File: src/common/ibt_pkg.sv
// package: register map, field positions and timing constants
package ibt_pkg;
  localparam int unsigned CLK_PERIOD_NS = 10;
  localparam int unsigned TICK_FINE_NS = 1000;
  localparam int unsigned TICK_FINE_CYCLES = TICK_FINE_NS / CLK_PERIOD_NS;
  localparam int unsigned TICK_COARSE_MULT = 16;
  localparam logic [7:0] ADDR_WBLK = 8'h79;
  localparam logic [7:0] ADDR_WADDR = 8'h7A;
  localparam logic [7:0] ADDR_WDATA = 8'h7B;
  localparam logic [7:0] ADDR_RBLK = 8'h7C;
  localparam logic [7:0] ADDR_RADDR = 8'h7D;
  localparam logic [7:0] ADDR_RRES = 8'h7E;
  localparam logic [7:0] ADDR_SYNC_HI = 8'h7F;
  localparam logic [7:0] BLK_FIRST = 8'h00;
  localparam logic [7:0] BLK_SECOND = 8'h28;
  localparam logic [7:0] EXT_TMST_CFG = 8'h00;
  localparam logic [7:0] EXT_FIFO_CFG5 = 8'h01;
  localparam logic [7:0] EXT_SYNC_LO = 8'h02;
  localparam logic [7:0] EXT_SYNC_HI = 8'h03;
  localparam logic [7:0] TMST_CFG_RESET = 8'h02;
  localparam logic [7:0] FIFO_CFG5_RESET = 8'h20;
  localparam logic [7:0] TMST_CFG_MASK = 8'h1F;
  localparam int unsigned BIT_STAMP_EN = 0;
  localparam int unsigned BIT_SYNC_EN = 1;
  localparam int unsigned BIT_DELTA_EN = 2;
  localparam int unsigned BIT_RES = 3;
  localparam int unsigned BIT_REPORT_SEL = 4;
  localparam int unsigned BIT_FIFO_SYNC_EN = 2;
  typedef enum logic [1:0] {
    HST_IDLE = 2'b00,
    HST_SEL = 2'b01,
    HST_ADDR = 2'b11,
    HST_DATA = 2'b10
  } ibt_hst_state_t;
endpackage

File: src/common/ibt_if.sv
// interface: 8-bit parallel register port between host and device
`timescale 1ns/1ps
interface ibt_if;
  logic wr_en;
  logic rd_en;
  logic [7:0] addr;
  logic [7:0] wdata;
  logic [7:0] rdata;
  modport dev (input wr_en, input rd_en, input addr, input wdata,
    output rdata);
  modport hst (output wr_en, output rd_en, output addr, output wdata,
    input rdata);
endinterface

File: src/design/ibt_device.sv
// device end: indirect bank port and timestamp configuration
// What this block and the host do
// [RULE1] write-address byte picks indirect write target
// [RULE2] write-data byte lands in selected bank register
// [RULE3] read block select chooses read bank
// [RULE4] read-address byte picks indirect read source
// [RULE5] read-result byte shows addressed bank register
// [RULE6] report bit 0: sync delta to tick
// [RULE7] report bit 1: absolute unless sync seen
// [RULE8] resolution bit: 1 us or 16 us
// [RULE9] delta enable: stamp counts since last tick
// [RULE10] sync stamp enable, reset high, gates capture
// [RULE11] fifo stamp needs both sync enables
// [RULE12] stamp enable turns timestamp function on
// [RULE13] write block select chooses write bank
// [RULE14] fifo bit allows sync stamp replacement
// [RULE15] host sets select/address before data/result
`timescale 1ns/1ps
module ibt_device
  import ibt_pkg::*;
#(
  parameter int unsigned STAMP_W = 16
)(
  input wire logic sys_clk,
  input wire logic srst,
  ibt_if.dev bus,
  input wire logic frame_sync_input,
  input wire logic output_data_rate_tick,
  output logic [STAMP_W-1:0] stamp_value,
  output logic [STAMP_W-1:0] fifo_stamp,
  output logic fifo_stamp_is_sync
);
  import ibt_pkg::*;

  typedef struct packed {
    logic [7:0] wblk;
    logic [7:0] waddr;
    logic [7:0] wdata;
    logic [7:0] rblk;
    logic [7:0] raddr;
    logic [7:0] rres;
    logic [7:0] tmst_cfg;
    logic [7:0] fifo_cfg5;
    logic [6:0] pre;
    logic [3:0] coarse;
    logic [STAMP_W-1:0] free_cnt;
    logic [STAMP_W-1:0] since_tick;
    logic [STAMP_W-1:0] since_sync;
    logic sync_pending;
    logic [STAMP_W-1:0] sync_stamp;
    logic [STAMP_W-1:0] stamp_out;
    logic [STAMP_W-1:0] fifo_out;
    logic fifo_sync;
    logic [7:0] rdata;
  } ibt_dev_state_t;

  localparam logic [6:0] PRE_LAST = 7'(TICK_FINE_CYCLES - 1);
  localparam logic [3:0] COARSE_LAST = 4'(TICK_COARSE_MULT - 1);

  ibt_dev_state_t s_reg;
  ibt_dev_state_t s_next;

  function automatic logic [7:0] ext_read(input ibt_dev_state_t s,
                                          input logic [7:0] blk,
                                          input logic [7:0] a);
    logic [7:0] v;
    v = 8'h00;
    if (blk == BLK_FIRST)
    begin
      case (a)
        EXT_TMST_CFG: v = s.tmst_cfg;
        EXT_FIFO_CFG5: v = s.fifo_cfg5;
        EXT_SYNC_LO: v = s.sync_stamp[7:0];
        EXT_SYNC_HI: v = s.sync_stamp[15:8];
        default: v = 8'h00;
      endcase
    end
    return v;
  endfunction

  logic tick_now;
  logic en;
  logic sync_cap;
  logic [STAMP_W-1:0] one;

  always_comb
  begin
    s_next = s_reg;
    one = STAMP_W'(1);
    en = s_reg.tmst_cfg[BIT_STAMP_EN]; // RULE12
    sync_cap = en && s_reg.tmst_cfg[BIT_SYNC_EN]; // RULE10
    tick_now = 1'b0;
    // register writes
    if (bus.wr_en)
    begin
      case (bus.addr)
        ADDR_WBLK: s_next.wblk = bus.wdata; // RULE13
        ADDR_WADDR: s_next.waddr = bus.wdata; // RULE1
        ADDR_RBLK: s_next.rblk = bus.wdata; // RULE3
        ADDR_RADDR: s_next.raddr = bus.wdata; // RULE4
        ADDR_RRES: s_next.rres = bus.wdata;
        ADDR_WDATA:
        begin
          s_next.wdata = bus.wdata; // RULE2
          if (s_reg.wblk == BLK_FIRST)
          begin
            if (s_reg.waddr == EXT_TMST_CFG)
              s_next.tmst_cfg = bus.wdata & TMST_CFG_MASK; // RULE2
            else if (s_reg.waddr == EXT_FIFO_CFG5)
              s_next.fifo_cfg5 = bus.wdata; // RULE2
          end
        end
        default: ;
      endcase
    end
    // prescaler: 1 us fine tick, 16 us coarse tick
    if (!en)
    begin
      s_next.pre = '0;
      s_next.coarse = '0;
    end
    else if (s_reg.pre == PRE_LAST)
    begin
      s_next.pre = '0;
      s_next.coarse = s_reg.coarse + 4'h1;
      tick_now = !s_reg.tmst_cfg[BIT_RES] ||
                 (s_reg.coarse == COARSE_LAST); // RULE8
    end
    else
      s_next.pre = s_reg.pre + 7'h01;
    if (tick_now)
    begin
      s_next.free_cnt = s_reg.free_cnt + one;
      s_next.since_tick = s_reg.since_tick + one;
      if (s_reg.sync_pending)
        s_next.since_sync = s_reg.since_sync + one;
    end
    if (en && output_data_rate_tick)
    begin
      s_next.since_tick = '0; // RULE9
      s_next.stamp_out = s_reg.tmst_cfg[BIT_DELTA_EN] ?
                         s_reg.since_tick : s_reg.free_cnt; // RULE9
      s_next.fifo_sync = 1'b0;
      s_next.fifo_out = s_next.stamp_out;
      if (s_reg.sync_pending)
      begin
        s_next.sync_stamp = s_reg.since_sync; // RULE6
        s_next.sync_pending = 1'b0;
        if (s_reg.tmst_cfg[BIT_SYNC_EN] &&
            s_reg.fifo_cfg5[BIT_FIFO_SYNC_EN])
        begin
          s_next.fifo_out = s_reg.since_sync; // RULE11 RULE14
          s_next.fifo_sync = 1'b1;
        end
      end
      else if (s_reg.tmst_cfg[BIT_REPORT_SEL])
        s_next.sync_stamp = s_reg.free_cnt; // RULE7
    end
    // a new sync event wins over the tick's clear
    if (sync_cap && frame_sync_input)
    begin
      s_next.sync_pending = 1'b1; // RULE10
      s_next.since_sync = '0;
    end
    // read data
    case (bus.addr)
      ADDR_WBLK: s_next.rdata = s_reg.wblk;
      ADDR_WADDR: s_next.rdata = s_reg.waddr;
      ADDR_WDATA: s_next.rdata = s_reg.wdata;
      ADDR_RBLK: s_next.rdata = s_reg.rblk;
      ADDR_RADDR: s_next.rdata = s_reg.raddr;
      ADDR_RRES:
        s_next.rdata = ext_read(s_reg, s_reg.rblk, s_reg.raddr); // RULE5
      default: s_next.rdata = 8'h00;
    endcase
    s_next.rres = ext_read(s_reg, s_reg.rblk, s_reg.raddr); // RULE5
    if (srst)
    begin
      s_next = '0;
      s_next.tmst_cfg = TMST_CFG_RESET;
      s_next.fifo_cfg5 = FIFO_CFG5_RESET;
    end
  end

  always_ff @(posedge sys_clk)
  begin
    s_reg <= s_next;
  end

  assign bus.rdata = s_reg.rdata;
  assign stamp_value = s_reg.stamp_out;
  assign fifo_stamp = s_reg.fifo_out;
  assign fifo_stamp_is_sync = s_reg.fifo_sync;
endmodule

File: src/flat_wrapper.sv
// flat-port wrapper written by rule: the top's interface ports become plain ports
module ibt_device_flat import ibt_pkg::*;
#(
  parameter int unsigned STAMP_W = 16
)
  (sys_clk, srst, frame_sync_input, output_data_rate_tick, stamp_value, fifo_stamp, fifo_stamp_is_sync, bus_wr_en, bus_rd_en, bus_addr, bus_wdata, bus_rdata);
  ibt_if bus_i ();
  input wire logic sys_clk;
  input wire logic srst;
  input wire logic frame_sync_input;
  input wire logic output_data_rate_tick;
  output logic [STAMP_W-1:0] stamp_value;
  output logic [STAMP_W-1:0] fifo_stamp;
  output logic fifo_stamp_is_sync;
  input wire logic [$bits(bus_i.wr_en)-1:0] bus_wr_en;
  input wire logic [$bits(bus_i.rd_en)-1:0] bus_rd_en;
  input wire logic [$bits(bus_i.addr)-1:0] bus_addr;
  input wire logic [$bits(bus_i.wdata)-1:0] bus_wdata;
  output wire logic [$bits(bus_i.rdata)-1:0] bus_rdata;
  assign bus_i.wr_en = bus_wr_en;
  assign bus_i.rd_en = bus_rd_en;
  assign bus_i.addr = bus_addr;
  assign bus_i.wdata = bus_wdata;
  assign bus_rdata = bus_i.rdata;
  ibt_device #(.STAMP_W(STAMP_W)) u_core (.sys_clk(sys_clk), .srst(srst), .bus(bus_i), .frame_sync_input(frame_sync_input), .output_data_rate_tick(output_data_rate_tick), .stamp_value(stamp_value), .fifo_stamp(fifo_stamp), .fifo_stamp_is_sync(fifo_stamp_is_sync));
endmodule
File: config.mk
export PLATFORM = sky130hd
export DESIGN_NAME = ibt_device_flat
export DESIGN_NICKNAME = d
export VERILOG_FILES = /design/src/common/ibt_pkg.sv /design/src/common/ibt_if.sv /design/src/design/ibt_device.sv /design/src/flat_wrapper.sv
export SDC_FILE = /design/constraint.sdc
export NUM_CORES = 1
export LEC_CHECK = 0
export ABC_AREA = 1
export BUFFER_PORTS_ARGS = -buffer_cell sky130_fd_sc_hd__buf_4
export CORE_ASPECT_RATIO = 1.2
export CORE_MARGIN = 1.5
export CORE_UTILIZATION = 54
export CTS_CLUSTER_DIAMETER = 100
export DETAILED_ROUTE_END_ITERATION = 6
export GPL_ROUTABILITY_DRIVEN = 0
export PLACE_DENSITY = 0.69
export SETUP_SLACK_MARGIN = 0.02
export SKIP_LAST_GASP = 1
export SYNTH_ARGS = -nofsm -noshare
export SYNTH_HDL_FRONTEND = slang
export SYNTH_SLANG_ARGS = --single-unit
File: constraint.sdc
create_clock -name sys_clk -period 2 [get_ports sys_clk]
set_clock_uncertainty 0.15 [all_clocks]
set_input_delay 0.4 -clock sys_clk [delete_from_list [all_inputs] [get_ports sys_clk]]
set_output_delay 0.4 -clock sys_clk [all_outputs]
set_load 0.02 [all_outputs]
==> summary.md, run 1 <==
| Metric | Value |
|---|---|
| Run status | complete, but fails checks |
| Failing checks | design-rule violations |
| Ports | 63 |
| Hpwl dp | 17200 um |
| Initial antenna violation count | 0 |
| Rows | 50 |
| Grt ovf | 0 |
| Post-CTS resize count | 0 |
| Post-layout min period | 1.87 ns |
| Post-CTS Hold Buffers | 0 |
| Reg-to-reg slack, setup | 0.13 ns |
| #FFs+latches synth | 170 |
| Post-Place Worst Slack | 0.0526 ns |
| Via density per instance | 5.50 |
| Reg2reg end | u_core.fifo_stamp[2] |
| Cell Chain, Critical Path | nand2_2 > inv_1 > o21ai_0 > a21oi_1 > o22ai_1 > o21ai_0 |
| Rel. slew slack | 53.7% |
| Cells after Synth | 1238 |
| Top-count cell post-synth | nand2_1 |
| Async set-reset flop share out of synthesis | 0% |
| Initial Utilization | 55.2% |
| Layout cell share with drive strength beyond 1 | 13.1% |
| Worst hold path class | in2reg |
| Critical path class | reg2reg |
| Worst VDD drop | 0.599 mV |
| EDFF count, synth | 0 |
| Post-synth top cells | nand2_1, dfxtp_1, nor2_1, a21oi_1, o21ai_0 |
| Fin area | 0.00964 mm^2 |
| Leading area contributor after synthesis | dfxtp_1 |
| Area share of the largest cell type after synthesis | 39.6% |
| R2r startpoint | u_core.en |
| Slew @ Worst Pin | 0.694 ns |
| Lkg Pwr | 3.65 nW |
| Hold Vio Cnt, Final | 0 |
| Synth Net Count | 1265 |
| Drt wl/cell | 16.1 um |
| Synth warnings | 0 |
| Unrepaired setup endpoints after global routing | no |
| Final setup violation count | 0 |
| Via Count | 8206 |
| Top post-synthesis cells by area | dfxtp_1, nand2_1, a21oi_1 |
| Largest net degree at the start of global routing | 48 |
| Clock-pin transition on the worst setup and hold timing paths | 0.06 ns |
| Crit path required time | 2.21 ns |
| Die width | 118 um |
| Critical path origin | u_core.en |
| Clk buf depth | 2 |
| Area delta synth->final | 12.1% |
| DR iter-0 viols | 684 |
| Number of library cell types mapped by synthesis | 40 |
| Synth Flop Type | dfxtp_1 |
| CP most frequent cell | o21ai_0 |
| Fin crit share | 93.6% |
| N_diodes | 0 |
| Worst-path fanout max | 12 |
| Clock root cell | clkbuf_16 |
| Die H | 141 um |
| TritonRoute pass-1 iters | 7 |
| Critical path's slowest cell | a21oi_1 |
| Vias in the first global route | 7788 |
| H-tree levels | 4 |
| CP startpoint kind | flip-flop |
| First-pass GRT wire length | 39300 um |
| R2R depth | 6 |
| Setup crit end | u_core.fifo_stamp[2] |
| PortBufs | 61 |
| Post-DP Area | 0.00909 mm^2 |
| CP arrival | 2.08 ns |
| Synthesized area per cell | 6.95 um^2 |
| Post-route setup slack | 0.129 ns |
| Max-cap violations | 0 |
| Cell Pwr Density | 687 mW/mm^2 |
| Hold Path Depth | 3 |
| Clock latency on the worst-skew pair | 0.44 ns |
| Die Area | 0.0167 mm^2 |
| Worst Setup End Kind | flip-flop |
| Layout Utilization | 61.9% |
| Core outline area | 0.0156 mm^2 |
| Seq/Total Area, Yosys | 39.6% |
| Nets | 1298 |
| DRC viols | 1 |
| Final max-slew violation count | 0 |
| Routed wire length | 24000 um |
| Postcts setup bufs | 0 |
| Synth Cell Area | 0.00860 mm^2 |
| TritonCTS clock tree | done |
| Final TNS setup | 0 ns |
| Gr usage total | 29.6% |
| Max stage delay on crit path | 0.39 ns |
| Largest register FFs | 128 |
| FMAX | 0.534 GHz |
| Final ANT Viol Nets | 0 |
| Inserted Clock Buffers | 17 |
| Clock sink count | 170 |
[cells by family after synthesis]
kind of cell,count (synthesis),share of synthesized area (%)
XOR/XNOR,19,1.94
flip-flops,170,39.6
AND/OR/NAND/NOR,597,31.0
buffers and inverters,186,10.6
AO/OA/AOI/OAI,261,16.1
adder cells (fa/ha/maj),5,0.727
[worst max-delay path: cells and delay by family, from the launching register on]
family,cells,cell delay (ns)
AO/OA/AOI/OAI,4,0.82
buffers and inverters,1,0.29
flip-flops,1,0.34
AND/OR/NAND/NOR,1,0.20
[report_power, final]
group          switching [mW]  internal, mW
clock network            1.43          1.59
logic                   0.149        0.0626
registers             0.00187          3.39
[how the worst min path moves through the flow]
| stage | from | endpoint |
|---|---|---|
| after CTS | bus_wdata[2] | u_core.s_reg[127] |
| after detailed placement | u_core.s_reg[110] | u_core.s_reg[110] |
| after global routing | bus_wdata[3] | u_core.s_reg[128] |
| final | bus_wdata[3] | u_core.s_reg[128] |
| after floorplan | u_core.s_reg[110] | u_core.s_reg[110] |
| after global placement | u_core.s_reg[110] | u_core.s_reg[110] |
[layout make-up]
class	count	area [um^2]
fillers	1463	5940
multi-input cells	882	4290
flip-flops and latches	170	3400
repair buffers	105	788
clock buffers	19	433
inverters	94	365
well taps	208	260
clock inverters	13	95.1
repair inverters	1	5.00
[cells in the final DEF (no fill, tap or decap), types with 18 or more instances in the layout]
master,synthesis,final
nand3_1,84,84
a21oi_1,116,116
inv_1,85,85
a31oi_1,18,18
dfxtp_1,170,170
nor2_1,141,140
nand4_1,29,29
nand2_1,285,285
o21ai_0,93,93
buf_4,44,105
[through the flow]
stage / cells / power [mW] / hold slack (ns)
after floorplan: 1238 / 3.57 / 0.268
after global placement: 1459 / 3.67 / 0.279
after detailed placement: 1459 / 3.67 / 0.298
after CTS: 1491 / 6.66 / 0.126
after global routing: 1492 / 6.81 / 0.132
final: 1492 / 6.62 / 0.136
[routing by layer]
| layer | part of all wire [%] | track usage, % | vias to the layer above |
|---|---|---|---|
| li1 | - | - | 4131 |
| met1 | 42 | 35.2 | 3710 |
| met3 | 4.9 | 5.34 | 76 |
| met2 | 48 | 50.5 | 289 |
| met4 | 5.0 | 16.5 | 0 |
| met5 | 0 | 0 | - |
Note: power is estimated with default switching activity, not from simulation.
==> run 2, diff against run 1 <==
--- a/config.mk
+++ b/config.mk
@@ -9,11 +9,11 @@
 export BUFFER_PORTS_ARGS = -buffer_cell sky130_fd_sc_hd__buf_4
 export CORE_ASPECT_RATIO = 1.2
 export CORE_MARGIN = 1.5
-export CORE_UTILIZATION = 54
+export CORE_UTILIZATION = 55
 export CTS_CLUSTER_DIAMETER = 100
 export DETAILED_ROUTE_END_ITERATION = 6
 export GPL_ROUTABILITY_DRIVEN = 0
-export PLACE_DENSITY = 0.69
+export PLACE_DENSITY = 0.7
 export SETUP_SLACK_MARGIN = 0.02
 export SKIP_LAST_GASP = 1
 export SYNTH_ARGS = -nofsm -noshare
==> summary.md, run 2 (synthesis results as in run 1) <==
| Metric | Value |
|---|---|
| Final setup violation count | 0 (unchanged) |
| TritonCTS clock tree | done (unchanged) |
| Critical path class | reg2reg (unchanged) |
| Clock-pin transition on the worst setup and hold timing paths | 0.07 ns (was 0.06 ns) |
| Die Area | 0.0164 mm^2 (was 0.0167 mm^2) |
| DR iter-0 viols | 801 (was 684) |
| Max stage delay on crit path | 0.35 ns (was 0.39 ns) |
| Via Count | 8147 (was 8206) |
| Lkg Pwr | 3.72 nW (was 3.65 nW) |
| DRC viols | 0 (was 1) |
| CP most frequent cell | nand3_1 (was o21ai_0) |
| Clock sink count | 170 (unchanged) |
| Layout cell share with drive strength beyond 1 | 12.9% (was 13.1%) |
| Rel. slew slack | 52.5% (was 53.7%) |
| Cell Pwr Density | 736 mW/mm^2 (was 687 mW/mm^2) |
| N_diodes | 0 (unchanged) |
| Drt wl/cell | 16.0 um (was 16.1 um) |
| Nets | 1297 (was 1298) |
| Vias in the first global route | 7298 (was 7788) |
| Final TNS setup | 0 ns (unchanged) |
| Hold Vio Cnt, Final | 0 (unchanged) |
| Final Non-Filler Cells | 1486 (was 1492) |
| Clk buf depth | 2 (unchanged) |
| Grt ovf | 0 (unchanged) |
| Fin area | 0.00977 mm^2 (was 0.00964 mm^2) |
| Crit path required time | 2.18 ns (was 2.21 ns) |
| Inserted Clock Buffers | 17 (unchanged) |
| Clock root cell | clkbuf_16 (unchanged) |
| Critical path's slowest cell | dfxtp_1 (was a21oi_1) |
| Worst VDD drop | 0.567 mV (was 0.599 mV) |
| Gr usage total | 29.8% (was 29.6%) |
| Fin Hold WS | 0.154 ns (was 0.136 ns) |
| Post-layout min period | 1.81 ns (was 1.87 ns) |
| Postcts setup bufs | 0 (unchanged) |
| Core outline area | 0.0151 mm^2 (was 0.0156 mm^2) |
| Final max-slew violation count | 0 (unchanged) |
| FMAX | 0.552 GHz (was 0.534 GHz) |
| Unrepaired setup endpoints after global routing | no (unchanged) |
| Worst hold path class | in2reg (unchanged) |
| Clock latency on the worst-skew pair | 0.43 ns (was 0.44 ns) |
| Most frequent cells in the layout | nand2_1, dfxtp_1, nor2_1 (unchanged) |
| Rows | 49 (was 50) |
| Initial antenna violation count | 0 (unchanged) |
| Worst-path fanout max | 18 (was 12) |
| Post-CTS Hold Buffers | 0 (unchanged) |
| Slew @ Worst Pin | 0.711 ns (was 0.694 ns) |
| Die H | 140 um (was 141 um) |
| Design Power | 7.19 mW (was 6.62 mW) |
| Final ANT Viol Nets | 0 (unchanged) |
| Post-DP Area | 0.00912 mm^2 (was 0.00909 mm^2) |
| Ports | 63 (unchanged) |
| Via density per instance | 5.48 (was 5.50) |
| First-pass GRT wire length | 37900 um (was 39300 um) |
| Cell Chain, Critical Path | ha_1 > nand2_1 > nor2_4 > nand3_1 > buf_4 > clkinvlp_2 > nand3_1 > and3_1 (was nand2_2 > inv_1 > o21ai_0 > a21oi_1 > o22ai_1 > o21ai_0) |
| Fin crit share | 90.5% (was 93.6%) |
| Routed wire length | 23700 um (was 24000 um) |
| Initial Utilization | 56.8% (was 55.2%) |
| Placed cell count | 1454 (was 1459) |
| Area delta synth->final | 13.6% (was 12.1%) |
| Largest net degree at the start of global routing | 66 (was 48) |
| CP arrival | 1.99 ns (was 2.08 ns) |
| Largest register FFs | 128 (unchanged) |
| H-tree levels | 4 (unchanged) |
| Worst Setup End Kind | flip-flop (unchanged) |
| Commonest non-fill, non-tap cell in the layout | nand2_1 (unchanged) |
| Hpwl dp | 16800 um (was 17200 um) |
| Die width | 117 um (was 118 um) |
| TritonRoute pass-1 iters | 6 (was 7) |
| PortBufs | 61 (unchanged) |
| Max-cap violations | 0 (unchanged) |
| CP startpoint kind | flip-flop (unchanged) |
| Run status | completed (was complete, but fails checks) |
## run 2: changes by cell type in the layout (fill, tap and decap cells not counted), sizes merged
| cell | delta |
|---|---|
| buf | -1 |
| bufinv | +4 |
| clkbuf | +3 |
| clkinv | -2 |
| clkinvlp | -5 |
| inv | -1 |
## run 2: area by class of cell
type	count	area, um^2
fill	1402	5370
clock inverter	9	161
timing repair inverter	1	5.00
tap	204	255
multi-input combinational	882	4290
sequential	170	3400
inverter	94	362
clock buffer	22	474
timing repair buffer	104	818
## run 2: worst paths after layout
kind | start | end | slack [ns] | cells after the start
worst max-delay path | u_core.s_reg[110] | u_core.s_reg[76] | 0.19 | 8
worst min-delay path | bus_wdata[3] | u_core.s_reg[128] | 0.15 | 3
worst max register to register | u_core.s_reg[110] | u_core.s_reg[76] | 0.19 | 8
worst min register to register | u_core.s_reg[110] | u_core.s_reg[110] | 0.30 | 1
## run 2: power by group
group	internal [mW]	leakage, nW	switching, mW
clock	2.20	0.303	1.40
sequential	3.39	1.37	0.00170
combinational	0.0591	2.05	0.147
## run 2: stage by stage
step | setup WS (ns) | util, %
finish | 0.189 | 64.5
global route | 0.0246 | 64.5
CTS | 0.0844 | 64.4
detailed placement | 0.0688 | 60.2
global placement | 0.110 | 60.2
floorplan | 0.306 | -
## run 2: critical path: cells and delay by family, from the launching register on
family,cells,cell delay (ns)
simple gates,5,0.60
buf+inv,2,0.39
flops,1,0.35
fa+ha+maj,1,0.21
## run 2: what timing repair did
item,in CTS,in global routing
endpoints found under the hold margin,0,0
setup endpoints to repair,0,32
resized for setup,0,3
## run 2: layer usage
layer,track usage (%),vias to the layer above,routed length [um]
li1,-,4129,-
met1,38.2,3682,10100
met2,48.8,277,11500
met3,4.11,59,1210
met4,14.6,0,932
met5,0,-,0
==> run 3, diff against run 2 <==
--- a/config.mk
+++ b/config.mk
@@ -6,7 +6,7 @@
 export NUM_CORES = 1
 export LEC_CHECK = 0
 export ABC_AREA = 1
-export BUFFER_PORTS_ARGS = -buffer_cell sky130_fd_sc_hd__buf_4
+export BUFFER_PORTS_ARGS = -buffer_cell sky130_fd_sc_hd__buf_2
 export CORE_ASPECT_RATIO = 1.2
 export CORE_MARGIN = 1.5
 export CORE_UTILIZATION = 55
==> summary.md, run 3 (synthesis results as in run 1) <==
| Metric | Value |
|---|---|
| Fin area | 0.00952 mm^2 (was 0.00977 mm^2) |
| Layout cell share with drive strength beyond 1 | 12.5% (was 12.9%) |
| Worst Path Buf+Inv | 2 (unchanged) |
| Grt ovf | 0 (unchanged) |
| Final setup violation count | 0 (unchanged) |
| Die Area | 0.0164 mm^2 (unchanged) |
| First-pass GRT wire length | 38300 um (was 37900 um) |
| N_diodes | 0 (unchanged) |
| Max stage delay on crit path | 0.36 ns (was 0.35 ns) |
| Rows | 49 (unchanged) |
| Lkg Pwr | 3.66 nW (was 3.72 nW) |
| Initial Utilization | 56.8% (unchanged) |
| Clk buf depth | 2 (unchanged) |
| Fillers | 1437 (was 1402) |
| Post-DP Area | 0.00894 mm^2 (was 0.00912 mm^2) |
| Placed cell count | 1450 (was 1454) |
| Inserted Clock Buffers | 17 (unchanged) |
| H-tree levels | 4 (unchanged) |
| Gr usage total | 29.9% (was 29.8%) |
| Ports | 63 (unchanged) |
| Max-cap violations | 0 (unchanged) |
| Largest register FFs | 128 (unchanged) |
| Stages on the worst setup path | 8 (unchanged) |
| R2r startpoint | u_core.s_reg[106] (was u_core.s_reg[110]) |
| Critical path's slowest cell | dfxtp_1 (unchanged) |
| Hold Path Depth | 3 (unchanged) |
| Family with the most delay on the worst path | simple AND/OR/NAND/NOR gates (unchanged) |
| CP startpoint kind | flip-flop (unchanged) |
| Post-layout min period | 1.84 ns (was 1.81 ns) |
| Final TNS setup | 0 ns (unchanged) |
| DRC viols | 0 (unchanged) |
| Via Count | 8098 (was 8147) |
| Largest net degree at the start of global routing | 57 (was 66) |
| R2R depth | 8 (unchanged) |
| Die width | 117 um (unchanged) |
| CP arrival | 2.00 ns (was 1.99 ns) |
| Drt wl/cell | 15.8 um (was 16.0 um) |
| Via density per instance | 5.47 (was 5.48) |
| CP most frequent cell | nand3_1 (unchanged) |
| Cell Pwr Density | 719 mW/mm^2 (was 736 mW/mm^2) |
| Routed wire length | 23400 um (was 23700 um) |
| Most crowded layer after global routing | met2 (unchanged) |
| Worst hold path class | in2reg (unchanged) |
| Worst Setup End Kind | flip-flop (unchanged) |
| Reg-to-reg slack, setup | 0.16 ns (was 0.19 ns) |
| Clock latency on the worst-skew pair | 0.43 ns (about the same) |
| Final ANT Viol Nets | 0 (unchanged) |
| Slew @ Worst Pin | 0.681 ns (was 0.711 ns) |
| Die H | 140 um (unchanged) |
| Post-CTS Hold Buffers | 0 (unchanged) |
| Initial antenna violation count | 0 (unchanged) |
| Critical path class | reg2reg (unchanged) |
| Setup crit end | u_core.s_reg[76] (unchanged) |
| Fin crit share | 91.8% (was 90.5%) |
| Cell Chain, Critical Path | ha_1 > nand2_1 > o21ai_2 > nand3_1 > buf_4 > clkinvlp_4 > nand3_1 > and3_1 (was ha_1 > nand2_1 > nor2_4 > nand3_1 > buf_4 > clkinvlp_2 > nand3_1 > and3_1) |
| Layout Utilization | 62.9% (was 64.5%) |
| Most frequent cells in the layout | nand2_1, dfxtp_1, nor2_1 (unchanged) |
| Area delta synth->final | 10.7% (was 13.6%) |
| TritonRoute pass-1 iters | 5 (was 6) |
| Unrepaired setup endpoints after global routing | no (unchanged) |
| Worst-path fanout max | 15 (was 18) |
| DR iter-0 viols | 680 (was 801) |
| Post-route setup slack | 0.165 ns (was 0.189 ns) |
| FMAX | 0.545 GHz (was 0.552 GHz) |
| Critical path origin | u_core.s_reg[106] (was u_core.s_reg[110]) |
| M3 GR Usage | 4.67% (was 4.11%) |
| Routing usage on met1 | 36.5% (was 38.2%) |
| Post-Place Worst Slack | 0.0351 ns (was 0.0688 ns) |
| Hold Vio Cnt, Final | 0 (unchanged) |
| Nets | 1292 (was 1297) |
| Clock sink count | 170 (unchanged) |
| Run status | completed (unchanged) |
| Hpwl dp | 16800 um (about the same) |
| Reg2reg end | u_core.s_reg[76] (unchanged) |
| Rel. slew slack | 54.6% (was 52.5%) |
| Crit path required time | 2.16 ns (was 2.18 ns) |
| Commonest non-fill, non-tap cell in the layout | nand2_1 (unchanged) |
| Final max-slew violation count | 0 (unchanged) |
| Core outline area | 0.0151 mm^2 (unchanged) |
| TritonCTS clock tree | done (unchanged) |
| Worst VDD drop | 0.634 mV (was 0.567 mV) |
| PortBufs | 61 (unchanged) |
| Clock-pin transition on the worst setup and hold timing paths | 0.07 ns (about the same) |
| Final Non-Filler Cells | 1481 (was 1486) |
| Clock root cell | clkbuf_16 (unchanged) |
| Vias in the first global route | 7635 (was 7298) |
| Routing usage on met2 | 50.6% (was 48.8%) |
==> run 3: worst reg2reg max path, cell delays in order, from the launching register on <==
cell        delay (ns)
dfxtp_1           0.36
ha_1              0.19
nand2_1           0.10
o21ai_2           0.21
nand3_1           0.10
buf_4             0.20
clkinvlp_4        0.18
nand3_1           0.08
and3_1            0.17
==> run 3: final cells by class <==
class / count / area (um^2) / area share (%)
tap: 204 / 255 / 2.68
inverter: 94 / 362 / 3.80
multi-input combinational: 882 / 4290 / 45.1
clock buffer: 18 / 429 / 4.51
sequential: 170 / 3400 / 35.8
timing repair buffer: 100 / 636 / 6.68
clock inverter: 13 / 145 / 1.52
==> run 3: per-stage QoR <==
step / hold slack (ns) / power, mW
floorplan: 0.268 / 3.57
global placement: 0.278 / 3.66
detailed placement: 0.290 / 3.66
CTS: 0.140 / 6.89
global route: 0.174 / 7.04
finish: 0.159 / 6.84
==> run 3: worst min-delay path by stage <==
stage,startpoint,to
after floorplan,u_core.s_reg[110],u_core.s_reg[110]
after global placement,u_core.s_reg[110],u_core.s_reg[110]
after detailed placement,u_core.s_reg[110],u_core.s_reg[110]
after CTS,frame_sync_input,u_core.s_reg[57]
after global routing,frame_sync_input,u_core.s_reg[57]
final,frame_sync_input,u_core.s_reg[57]
==> run 3: repair_timing <==
action                     CTS  global route
gates resized for setup      0             2
buffers inserted             0             0
setup endpoints to repair    0            27
==> run 3: per-layer routing <==
layer / part of all wire [%] / vias to the layer above
met5: 0 / -
met4: 4.1 / 0
met3: 4.7 / 58
met2: 49 / 254
met1: 42 / 3672
li1: - / 4114
==> run 3: power breakdown <==
| part | internal [mW] | switching, mW |
|---|---|---|
| Clock | 1.85 | 1.41 |
| Combinational | 0.0514 | 0.147 |
| Sequential | 3.39 | 0.00179 |
